**config.mk**
```make
export PLATFORM = sky130hd
export DESIGN_NAME = t1rx_stat_regs
export DESIGN_NICKNAME = d
export VERILOG_FILES = /design/src/hdl/t1rx_stat_pkg.sv /design/src/hdl/t1rx_stat_regs.sv
export VERILOG_INCLUDE_DIRS = /design/src /design/src/hdl
export SDC_FILE = /design/constraint.sdc
export NUM_CORES = 1
export LEC_CHECK = 0
export ABC_AREA = 1
export BUFFER_PORTS_ARGS = -buffer_cell sky130_fd_sc_hd__buf_2
export CORE_MARGIN = 2
export CORE_UTILIZATION = 40
export DETAILED_ROUTE_END_ITERATION = 10
export SLEW_MARGIN = 20
export SYNTH_ARGS = -nofsm -noshare
export SYNTH_HDL_FRONTEND = slang
export SYNTH_SLANG_ARGS = --single-unit
```
**constraint.sdc**
```tcl
create_clock -name mclk -period 3.8 [get_ports mclk]
set_input_delay 0.19 -clock mclk [delete_from_list [all_inputs] [get_ports mclk]]
set_output_delay 0.19 -clock mclk [all_outputs]
set_load 0.02 [all_outputs]
```
**src/hdl/t1rx_stat_map.svh**
```systemverilog
// constants for the receive framer status register group of one port
// assumes: included by bare name from the design file and the bench
`ifndef T1RX_STAT_MAP_SVH
`define T1RX_STAT_MAP_SVH

// ----------------------------------------------------------------
// register indexes within a port (byte address is four times this)
// ----------------------------------------------------------------
`define T1RX_IDX_FEA_HIGH 14'h0058
`define T1RX_IDX_FEA_LOW 14'h0059
`define T1RX_IDX_FEB_HIGH 14'h005a
`define T1RX_IDX_FEB_LOW 14'h005b
`define T1RX_IDX_CTRL_ONE 14'h005f
`define T1RX_IDX_TS_MON 14'h0060
`define T1RX_IDX_MON_SEL 14'h0061
`define T1RX_IDX_LINK 14'h0062
`define T1RX_IDX_BOC 14'h0063
`define T1RX_IDX_CAP_ONE 14'h0064
`define T1RX_IDX_CAP_TWO 14'h0065
`define T1RX_IDX_CAP_THREE 14'h0066
`define T1RX_IDX_ODD_SI 14'h0067

// ----------------------------------------------------------------
// per-port placement
// ----------------------------------------------------------------
`define T1RX_PORT_STRIDE 14'h0200
`define T1RX_BANK_STRIDE 14'h2000

// ----------------------------------------------------------------
// fields and reset values
// ----------------------------------------------------------------
`define T1RX_CRC4_EN_BIT 3
`define T1RX_CSC_MAX 6'h3f
`define T1RX_FEC_MAX 16'hffff
`define T1RX_RST_BYTE 8'h00
`define T1RX_RST_WORD 16'h0000

`endif

```
**src/hdl/t1rx_stat_pkg.sv**
```systemverilog
// types for the receive framer status register group
// assumes: compiled before the design file
package t1rx_stat_pkg;

  // ----------------------------------------------------------------
  // bus slave handshake states, one-hot
  // ----------------------------------------------------------------
  typedef enum logic [1:0] {
    T1RX_BUS_IDLE = 2'b01,
    T1RX_BUS_ACK = 2'b10
  } t1rx_bus_state_type;

endpackage : t1rx_stat_pkg

```
**src/hdl/t1rx_stat_regs.sv**
```systemverilog
// receive framer status register group for one port, Avalon-MM slave
// assumes: all line-side inputs come from framer logic on mclk (no sync);
// event inputs are one-cycle pulses; the port number is fixed per instance
//
// Notes on behaviour
// far-end A count, 16 bits, high then low
// far-end B count, 16 bits, high then low
// selected timeslot byte, first bit in bit7
// T1 data link byte, earliest bit lsb
// D4: update at multiframe, six Fs bits low
// E1: link offset shows live sync status
// sync counter counts each failed search period
// sync counter clears on CRC-4 sync
// sync counter clears when CRC-4 disabled
// 6-bit saturating counter, bits 5..2,0 shown
// controller abandons search after limit
// live search flags in bits 2..0
// T1 keeps last valid six-bit code
// T1: three SLC-96 link capture registers
// line mode selects T1 or E1 meaning
// E1 align frame byte capture
// E1 non-align frame byte capture
// even-frame international bits into one byte
// odd-frame international bits into one byte
// port group placed by port index formula
// status registers read-only, zero after reset
`timescale 1ns/1ps
`default_nettype none
`include "t1rx_stat_map.svh"

module t1rx_stat_regs #(
  parameter logic [3:0] PORT_INDEX = 4'h0 // zero-based port number
) (
  input wire logic mclk,
  input wire logic reset_n,
  // avalon-mm slave, byte address
  input wire logic [15:0] address,
  input wire logic read,
  input wire logic write,
  input wire logic [31:0] writedata,
  input wire logic [3:0] byteenable,
  output logic [31:0] readdata,
  output logic waitrequest,
  // line mode and framing
  input wire logic line_mode_e1,
  input wire logic d4_framing,
  // far-end error events
  input wire logic far_end_a_event,
  input wire logic far_end_b_event,
  // receive payload bit stream
  input wire logic rx_bit_valid,
  input wire logic rx_bit,
  input wire logic [4:0] rx_timeslot,
  input wire logic [2:0] rx_bit_pos,
  // T1 data link and Fs bits
  input wire logic data_link_valid,
  input wire logic data_link_bits,
  input wire logic fs_bit_valid,
  input wire logic fs_bit,
  input wire logic multiframe_start,
  input wire logic boc_valid,
  input wire logic [5:0] boc_bits,
  // SLC-96 link fields, captured on slc_valid
  input wire logic slc_valid,
  input wire logic [10:0] slc_c_bits,
  input wire logic [2:0] slc_m_bits,
  input wire logic [1:0] slc_a_bits,
  input wire logic [3:0] slc_s_bits,
  // E1 timeslot zero and sync search
  input wire logic ts0_valid,
  input wire logic [7:0] ts0_byte,
  input wire logic [3:0] ts0_frame,
  input wire logic crc4_search_timeout,
  input wire logic crc4_sync_found,
  input wire logic crc4_search_active,
  input wire logic cas_search_active,
  input wire logic fas_search_active,
  // control bits for the framer around us
  output logic crc4_enable
);

  // ----------------------------------------------------------------
  // address decode
  // ----------------------------------------------------------------
  logic [13:0] port_base; // index of this port's group
  logic [13:0] reg_index; // index of the addressed register
  logic in_port; // aligned and inside this port

  // port placement
  assign port_base = 14'(`T1RX_PORT_STRIDE * 14'(PORT_INDEX))
    + 14'(`T1RX_BANK_STRIDE * 14'(PORT_INDEX[3]));
  assign reg_index = address[15:2] - port_base;
  assign in_port = (address[1:0] == 2'b00) && (address[15:2] >= port_base)
    && (reg_index <= `T1RX_IDX_ODD_SI);

  // ----------------------------------------------------------------
  // bus handshake: one wait cycle, then ack
  // ----------------------------------------------------------------
  t1rx_stat_pkg::t1rx_bus_state_type bus_state_ff;
  t1rx_stat_pkg::t1rx_bus_state_type nxt_bus_state;
  logic bus_req; // read or write pending
  logic bus_take; // edge where the request completes

  assign bus_req = read | write;
  assign bus_take = bus_req && (bus_state_ff == t1rx_stat_pkg::T1RX_BUS_ACK);
  assign waitrequest = bus_req && (bus_state_ff != t1rx_stat_pkg::T1RX_BUS_ACK);

  // ack lasts one cycle per request
  always_comb begin
    case (bus_state_ff)
      t1rx_stat_pkg::T1RX_BUS_IDLE: begin
        nxt_bus_state = bus_req ? t1rx_stat_pkg::T1RX_BUS_ACK
          : t1rx_stat_pkg::T1RX_BUS_IDLE;
      end
      t1rx_stat_pkg::T1RX_BUS_ACK: begin
        nxt_bus_state = t1rx_stat_pkg::T1RX_BUS_IDLE;
      end
      default: begin
        nxt_bus_state = t1rx_stat_pkg::T1RX_BUS_IDLE;
      end
    endcase
  end

  // state register
  always_ff @(posedge mclk or negedge reset_n) begin
    if (!reset_n) begin
      bus_state_ff <= t1rx_stat_pkg::T1RX_BUS_IDLE;
    end else begin
      bus_state_ff <= nxt_bus_state;
    end
  end

  // ----------------------------------------------------------------
  // software-writable control (own offsets)
  // ----------------------------------------------------------------
  logic [7:0] ctrl_one_ff; // receive_control_one
  logic [4:0] mon_sel_ff; // monitor_channel_select
  logic wr_low; // low byte lane written this edge

  assign wr_low = bus_take && write && in_port && byteenable[0];
  assign crc4_enable = ctrl_one_ff[`T1RX_CRC4_EN_BIT];

  // status offsets ignore writes
  always_ff @(posedge mclk or negedge reset_n) begin
    if (!reset_n) begin
      ctrl_one_ff <= `T1RX_RST_BYTE;
      mon_sel_ff <= 5'h00;
    end else if (wr_low && reg_index == `T1RX_IDX_CTRL_ONE) begin
      ctrl_one_ff <= writedata[7:0];
    end else if (wr_low && reg_index == `T1RX_IDX_MON_SEL) begin
      mon_sel_ff <= writedata[4:0];
    end
  end

  // ----------------------------------------------------------------
  // far-end error counters
  // ----------------------------------------------------------------
  logic [15:0] fea_count_ff; // far_end_a_count
  logic [15:0] feb_count_ff; // far_end_b_count

  // saturating 16-bit counts
  always_ff @(posedge mclk or negedge reset_n) begin
    if (!reset_n) begin
      fea_count_ff <= `T1RX_RST_WORD;
      feb_count_ff <= `T1RX_RST_WORD;
    end else begin
      if (far_end_a_event && fea_count_ff != `T1RX_FEC_MAX) begin
        fea_count_ff <= fea_count_ff + 16'h0001;
      end
      if (far_end_b_event && feb_count_ff != `T1RX_FEC_MAX) begin
        feb_count_ff <= feb_count_ff + 16'h0001;
      end
    end
  end

  // ----------------------------------------------------------------
  // timeslot monitor
  // ----------------------------------------------------------------
  logic [6:0] mon_shift_ff; // bits so far, first highest
  logic [7:0] mon_byte_ff; // timeslot_monitor_byte

  // first bit in bit7; loads on the eighth
  always_ff @(posedge mclk or negedge reset_n) begin
    if (!reset_n) begin
      mon_shift_ff <= 7'h00;
      mon_byte_ff <= `T1RX_RST_BYTE;
    end else if (rx_bit_valid && rx_timeslot == mon_sel_ff) begin
      mon_shift_ff <= {mon_shift_ff[5:0], rx_bit};
      if (rx_bit_pos == 3'h7) begin
        mon_byte_ff <= {mon_shift_ff, rx_bit};
      end
    end
  end

  // ----------------------------------------------------------------
  // T1 data link, Fs bits and bit-oriented code
  // ----------------------------------------------------------------
  logic [7:0] link_shift_ff; // data_link_bits, earliest shifts to lsb
  logic [2:0] link_count_ff; // bits in the current byte
  logic [5:0] fs_shift_ff; // Fs bits of the current multiframe
  logic [7:0] link_byte_ff; // data_link_byte
  logic [5:0] boc_ff; // bit_oriented_code

  // ESF: every eighth bit; D4: Fs at multiframe
  always_ff @(posedge mclk or negedge reset_n) begin
    if (!reset_n) begin
      link_shift_ff <= `T1RX_RST_BYTE;
      link_count_ff <= 3'h0;
      fs_shift_ff <= 6'h00;
      link_byte_ff <= `T1RX_RST_BYTE;
    end else if (!line_mode_e1 && d4_framing) begin
      if (fs_bit_valid) begin
        fs_shift_ff <= {fs_bit, fs_shift_ff[5:1]};
      end
      if (multiframe_start) begin
        link_byte_ff <= {2'b00, fs_shift_ff};
      end
    end else if (!line_mode_e1 && data_link_valid) begin
      link_shift_ff <= {data_link_bits, link_shift_ff[7:1]};
      link_count_ff <= link_count_ff + 3'h1;
      if (link_count_ff == 3'h7) begin
        link_byte_ff <= {data_link_bits, link_shift_ff[7:1]};
      end
    end
  end

  // only validated codes reach here; the last one is held
  always_ff @(posedge mclk or negedge reset_n) begin
    if (!reset_n) begin
      boc_ff <= 6'h00;
    end else if (!line_mode_e1 && boc_valid) begin
      boc_ff <= boc_bits;
    end
  end

  // ----------------------------------------------------------------
  // SLC-96 link and E1 timeslot-zero captures
  // ----------------------------------------------------------------
  logic [7:0] cap_one_ff; // C8..C1, or align frame byte
  logic [7:0] cap_two_ff; // M2 M1 - - - C11..C9, or non-align byte
  logic [7:0] cap_three_ff; // - S4..S1 A2 A1 M3, or even Si bits
  logic [7:0] odd_si_ff; // odd_frame_intl_bits

  // shared storage by line mode
  always_ff @(posedge mclk or negedge reset_n) begin
    if (!reset_n) begin
      cap_one_ff <= `T1RX_RST_BYTE;
      cap_two_ff <= `T1RX_RST_BYTE;
    end else if (!line_mode_e1 && slc_valid) begin
      cap_one_ff <= slc_c_bits[7:0];
      cap_two_ff <= {slc_m_bits[1:0], 3'b010, slc_c_bits[10:8]};
    end else if (line_mode_e1 && ts0_valid && !ts0_frame[0]) begin
      cap_one_ff <= ts0_byte;
    end else if (line_mode_e1 && ts0_valid && ts0_frame[0]) begin
      cap_two_ff <= ts0_byte;
    end
  end

  // frames 2k, 2k+1 land in bit k
  genvar gi;
  generate
    for (gi = 0; gi < 8; gi = gi + 1) begin : g_si
      always_ff @(posedge mclk or negedge reset_n) begin
        if (!reset_n) begin
          cap_three_ff[gi] <= 1'b0;
          odd_si_ff[gi] <= 1'b0;
        end else if (!line_mode_e1 && slc_valid) begin
          cap_three_ff[gi] <= gi == 7 ? 1'b1 : gi >= 3 ? slc_s_bits[gi - 3]
            : gi >= 1 ? slc_a_bits[gi - 1] : slc_m_bits[2];
        end else if (line_mode_e1 && ts0_valid && ts0_frame[3:1] == 3'(gi)) begin
          if (ts0_frame[0]) begin
            odd_si_ff[gi] <= ts0_byte[7];
          end else begin
            cap_three_ff[gi] <= ts0_byte[7];
          end
        end
      end
    end
  endgenerate

  // ----------------------------------------------------------------
  // CRC-4 sync counter
  // ----------------------------------------------------------------
  logic [5:0] csc_ff; // crc4_sync_counter
  logic [7:0] live_status; // crc4_sync_live_status, not latched

  // clear wins, then saturating count
  always_ff @(posedge mclk or negedge reset_n) begin
    if (!reset_n) begin
      csc_ff <= 6'h00;
    end else if (crc4_sync_found || !crc4_enable) begin
      csc_ff <= 6'h00;
    end else if (crc4_search_timeout && csc_ff != `T1RX_CSC_MAX) begin
      csc_ff <= csc_ff + 6'h01;
    end
  end

  // bit1 of the count is dropped to stretch range
  assign live_status = {csc_ff[5:2], csc_ff[0], crc4_search_active,
    cas_search_active, fas_search_active};

  // ----------------------------------------------------------------
  // read data, registered at the wait cycle
  // ----------------------------------------------------------------
  logic [7:0] rd_byte; // selected register value

  // shared offsets answer by line mode
  always_comb begin
    rd_byte = 8'h00;
    if (in_port) begin
      case (reg_index)
        `T1RX_IDX_FEA_HIGH: rd_byte = fea_count_ff[15:8];
        `T1RX_IDX_FEA_LOW: rd_byte = fea_count_ff[7:0];
        `T1RX_IDX_FEB_HIGH: rd_byte = feb_count_ff[15:8];
        `T1RX_IDX_FEB_LOW: rd_byte = feb_count_ff[7:0];
        `T1RX_IDX_CTRL_ONE: rd_byte = ctrl_one_ff;
        `T1RX_IDX_TS_MON: rd_byte = mon_byte_ff;
        `T1RX_IDX_MON_SEL: rd_byte = {3'b000, mon_sel_ff};
        `T1RX_IDX_LINK: rd_byte = line_mode_e1 ? live_status : link_byte_ff;
        `T1RX_IDX_BOC: rd_byte = {2'b00, boc_ff};
        `T1RX_IDX_CAP_ONE: rd_byte = cap_one_ff;
        `T1RX_IDX_CAP_TWO: rd_byte = cap_two_ff;
        `T1RX_IDX_CAP_THREE: rd_byte = cap_three_ff;
        `T1RX_IDX_ODD_SI: rd_byte = line_mode_e1 ? odd_si_ff : 8'h00;
        default: rd_byte = 8'h00;
      endcase
    end
  end

  // unmapped and reserved read as zero
  always_ff @(posedge mclk or negedge reset_n) begin
    if (!reset_n) begin
      readdata <= 32'h0000_0000;
    end else if (read && bus_state_ff == t1rx_stat_pkg::T1RX_BUS_IDLE) begin
      readdata <= {24'h00_0000, rd_byte};
    end
  end

  // ----------------------------------------------------------------
  // checks
  // ----------------------------------------------------------------
  AST_FEA_COUNT: assert property (@(posedge mclk) disable iff (!reset_n)
    far_end_a_event && fea_count_ff != 16'hffff |=> fea_count_ff == $past(fea_count_ff) + 16'h0001)
    else $error("far-end A count did not step");
  AST_FEB_HOLD: assert property (@(posedge mclk) disable iff (!reset_n)
    !far_end_b_event |=> $stable(feb_count_ff))
    else $error("B count moved");
  AST_MON_BYTE: assert property (@(posedge mclk) disable iff (!reset_n)
    rx_bit_valid && rx_timeslot == mon_sel_ff && rx_bit_pos == 3'h7
    |=> mon_byte_ff[0] == $past(rx_bit) && mon_byte_ff[7:1] == $past(mon_shift_ff))
    else $error("monitor byte order wrong");
  AST_D4_FS: assert property (@(posedge mclk) disable iff (!reset_n)
    !line_mode_e1 && d4_framing && multiframe_start |=> link_byte_ff[7:6] == 2'b00)
    else $error("D4 link byte upper bits not zero");
  AST_CSC_CLEAR: assert property (@(posedge mclk) disable iff (!reset_n)
    crc4_sync_found |=> csc_ff == 6'h00)
    else $error("sync counter not cleared on sync");
  AST_CSC_DISABLE: assert property (@(posedge mclk) disable iff (!reset_n)
    wr_low && reg_index == 14'h005f && !writedata[3] |=> ##1 csc_ff == 6'h00)
    else $error("sync counter not cleared on disable");
  AST_CSC_SAT: assert property (@(posedge mclk) disable iff (!reset_n)
    csc_ff == 6'h3f && !crc4_sync_found && crc4_enable |=> csc_ff == 6'h3f)
    else $error("sync counter wrapped");
  AST_CSC_STEP: assert property (@(posedge mclk) disable iff (!reset_n)
    crc4_search_timeout && !crc4_sync_found && crc4_enable && csc_ff < 6'h3f
    |=> csc_ff == $past(csc_ff) + 6'h01)
    else $error("sync counter missed a timeout");
  AST_BOC_HOLD: assert property (@(posedge mclk) disable iff (!reset_n)
    !line_mode_e1 && boc_valid |=> boc_ff == $past(boc_bits) ##1 ($past(boc_valid) || $stable(boc_ff)))
    else $error("code capture lost");
  AST_RO_WRITE: assert property (@(posedge mclk) disable iff (!reset_n)
    bus_take && write && reg_index == 14'h0063 |=> $stable(boc_ff) || $past(boc_valid))
    else $error("status took a write");
  AST_ACK_ONE: assert property (@(posedge mclk) disable iff (!reset_n) // ack lasts one cycle per request
    bus_req && !waitrequest |=> bus_state_ff == t1rx_stat_pkg::T1RX_BUS_IDLE)
    else $error("ack too long");

endmodule : t1rx_stat_regs
`default_nettype wire

```
==> results.py <==
metrics = {
    "floorplanning": {
        "coreArea_um2": 19300,
        "die_h_um": 144,
        "pin_count": 155,
        "die_area_um2": 20700,
        "rows": 51,
        "start_util_pct": 40.4,
        "die_w_um": 144,
    },
    "run": {
        "max-cap-violations": 0,
    },
    "timing": {
        "finalHoldViolCount": 0,
        "finalClockSkew_ps": 11.6,
        "period_needed_ps": 2120,
        "tightest_slew_ps": 915,
        "slew_violations": 0,
        "final.setup.tns_ps": 0,
        "relSlewSlack_pct": 38.9,
        "fin_crit_sh_pct": 55.7,
        "hold_ws_ps": 12.1,
        "fmax_mhz": 473,
        "rsz0062_at_grt": "no",
        "setup_viol_count_final": 0,
    },
    "worst_setup_path": {
        "worst_ep_arrival_time_ps": 2410,
        "critPathKind": "reg2reg",
        "cpLargestDelayFamily": "simple AND/OR/NAND/NOR gates",
        "path_cells": "ha_1, nand3_1, nor2_1, nand4_1, nand2_1, nand2_1, nand2_1, nor2_1, xor2_1",
        "cp_max_fo": 14,
        "cp-startpoint": "feb_count_ff[0]",
        "crit_end": "feb_count_ff[10]",
        "rrSetupSlack_ps": 1680,
        "r2r-start": "feb_count_ff[0]",
        "critPathLaunchType": "flip-flop",
        "cp_slowest_cell": "dfrtp_1",
        "path_common_cell": "nand2_1",
        "path_depth": 9,
        "required_ps": 4100,
        "r2r-end": "feb_count_ff[10]",
        "crit_path_max_incr_delay_ps": 420,
        "crit_buf_inv": 0,
        "rr_worst_depth": 9,
        "crit_path_end_kind": "flip-flop",
    },
    "synthesis": {
        "ys_seq_elements": 138,
        "synth_compound_area_share_pct": 9.30,
        "synth_area_um2": 7820,
        "synth-main-ff-cell": "dfrtp_1",
        "syn_area_per_cell_um2": 7.56,
        "synth-warning-count": 0,
        "synth.area.mux_share_pct": 0.864,
        "synth_cell_types": 44,
        "synth-simple-area-share_pct": 30.9,
        "synth_xor_area_share_pct": 3.58,
        "async_reset_ff_share_pct": 100,
        "synth-adder-area-share_pct": 0.800,
        "synth-edff-count": 0,
        "synth_top_family_by_area": "simple AND/OR/NAND/NOR gates",
        "seq_area_frac_synth_pct": 44.2,
        "synth_cells": 1034,
    },
    "route": {
        "drtAntennaViolNets": 0,
        "drtIter0Drc": 401,
        "vias": 6843,
        "wl_per_cell_um": 14.0,
        "drtPass1Iterations": 5,
        "viasPerCell": 4.80,
        "drc_errors": 0,
        "route.final.wire_length_mm": 19.9,
    },
    "status": {
        "outcome": "finished, final reports clean",
    },
    "layout": {
        "syn2layout_area_growth_pct": 17.4,
        "mostFrequentLayoutCells": "275 x nand2_1, 137 x dfrtp_1, 121 x inv_1, 121 x nand3_1, 102 x buf_2",
        "layout.nets": 1274,
        "final_common_cell": "nand2_1",
        "num_antenna_cells": 0,
        "nFillCells": 1969,
        "drive_gt1_share_pct": 15.7,
        "multiInputGateArea_um2": 3650,
        "regArea_um2": 3450,
    },
    "cts": {
        "htree_levels": 4,
        "cts.clk_slew.worst_paths_ps": 60,
        "numClockSinks": 138,
        "cts_buffer_depth": 2,
        "worstSkewPairLatency_ps": 430,
        "cts_setup_buffers": 0,
        "cts_root_buffer": "clkbuf_16",
        "cts_tree": "yes",
        "cts_made_buffers": 17,
    },
    "placed_design": {
        "dp_hpwl_mm": 15.2,
        "port_buffers": 103,
        "place.gp.congestion": 0.897,
    },
    "global_routing": {
        "antenna_found_initial": 0,
        "met2_usage_pct": 32.0,
        "met3_usage_pct": 4.53,
        "busiest_layer": "met2",
        "grt_first_pass_wirelength_mm": 32.5,
        "grt_usage_pct": 20.4,
        "grt_max_degree": 86,
        "overflow": 0,
        "met1_usage_pct": 28.2,
        "first_global_vias": 6301,
    },
    "hold_path": {
        "min_path_type": "in2reg",
    },
    "power": {
        "leakage_nw": 4.75,
        "power.density_nw_per_um2": 443,
        "ir_worst_vdd_mv": 0.204,
    },
}
area by class of cell:
class | count | area share, %
clock buffer | 21 | 4.91
clock inverter | 11 | 1.23
inverter | 128 | 5.26
multi-input combinational | 741 | 39.8
sequential | 138 | 37.6
tap | 265 | 3.61
timing repair buffer | 122 | 7.59
Yosys cell counts (4+ instances only):
master | instances | area share (%)
nand2_1 | 275 | 13
dfrtp_1 | 137 | 44
inv_1 | 121 | 5.8
nand3_1 | 121 | 7.7
nor2_1 | 96 | 4.6
o21ai_0 | 56 | 3.6
buf_4 | 29 | 2.8
xor2_1 | 20 | 2.2
a21oi_1 | 17 | 1.1
nor3_1 | 17 | 1.1
o211ai_1 | 17 | 1.6
a31oi_1 | 16 | 1.3
xnor2_1 | 12 | 1.3
nand4_1 | 11 | 0.88
clkbuf_1 | 10 | 0.48
o21ai_1 | 10 | 0.64
buf_2 | 8 | 0.51
o21ai_2 | 8 | 0.90
mux2_2 | 6 | 0.86
ha_1 | 5 | 0.80
nor2_2 | 5 | 0.40
inv_2 | 4 | 0.19
worst min-delay path by stage:
stage | start | end | depth (start not counted) | slack (ps)
after floorplan | reset_n | boc_ff[0] | 0 | -110
after global placement | reset_n | fea_count_ff[1] | 1 | 320
after detailed placement | reset_n | fea_count_ff[0] | 1 | 310
after CTS | slc_a_bits[1] | cap_three_ff[2] | 3 | 2
after global routing | slc_a_bits[1] | cap_three_ff[2] | 3 | 10
final | fs_bit | fs_shift_ff[5] | 3 | 10
worst min-delay path, cell delays in order:
cell and delay (ps):
buf_2 80, nor2_1 30, a21oi_1 100
repair_timing:
item                                   CTS  global route
setup endpoints to repair                0             0
endpoints found under the hold margin   94             0
hold buffers                            13             0
gates resized for setup                  0             0
logic make-up after synthesis:
| group | count (synthesis) |
|---|---|
| multiplexers | 6 |
| adder cells (fa/ha/maj) | 5 |
| AO/OA/AOI/OAI | 126 |
| buffers and inverters | 178 |
| flip-flops | 138 |
| XOR/XNOR | 32 |
| other | 1 |
| AND/OR/NAND/NOR | 548 |
routing by layer:
| layer | vias up | routed length [um] |
|---|---|---|
| li1 | 3529 | - |
| met1 | 3138 | 9420 |
| met2 | 151 | 9310 |
| met3 | 25 | 847 |
| met4 | 0 | 374 |
| met5 | - | 0 |
flip-flops by register name (all words and copies together) (netlist names), 7 cells and up:
register       count
cap_one_ff         8
cap_three_ff       8
cap_two_ff         8
ctrl_one_ff        8
fea_count_ff      16
feb_count_ff      16
link_byte_ff       8
link_shift_ff      7
mon_byte_ff        8
mon_shift_ff       7
odd_si_ff          8
readdata           8
report_power, final:
part / total, mW / switching (mW) / internal (mW)
Combinational: 0.582 / 0.347 / 0.235
Clock: 1.59 / 0.662 / 0.927
Sequential: 1.89 / 0.192 / 1.70
metrics by stage:
stage	utilization (%)	setup slack [ps]	cell area [um^2]	total power, mW	std cells
finish	47.5	1680	9180	4.06	1426
global route	47.5	1500	9180	4.29	1426
CTS	47.5	1680	9180	4.10	1426
detailed placement	43.9	1450	8480	2.49	1381
global placement	43.9	1500	8480	2.47	1381
floorplan	-	2200	7910	2.28	1057
Power figures use the tool's default switching activity.
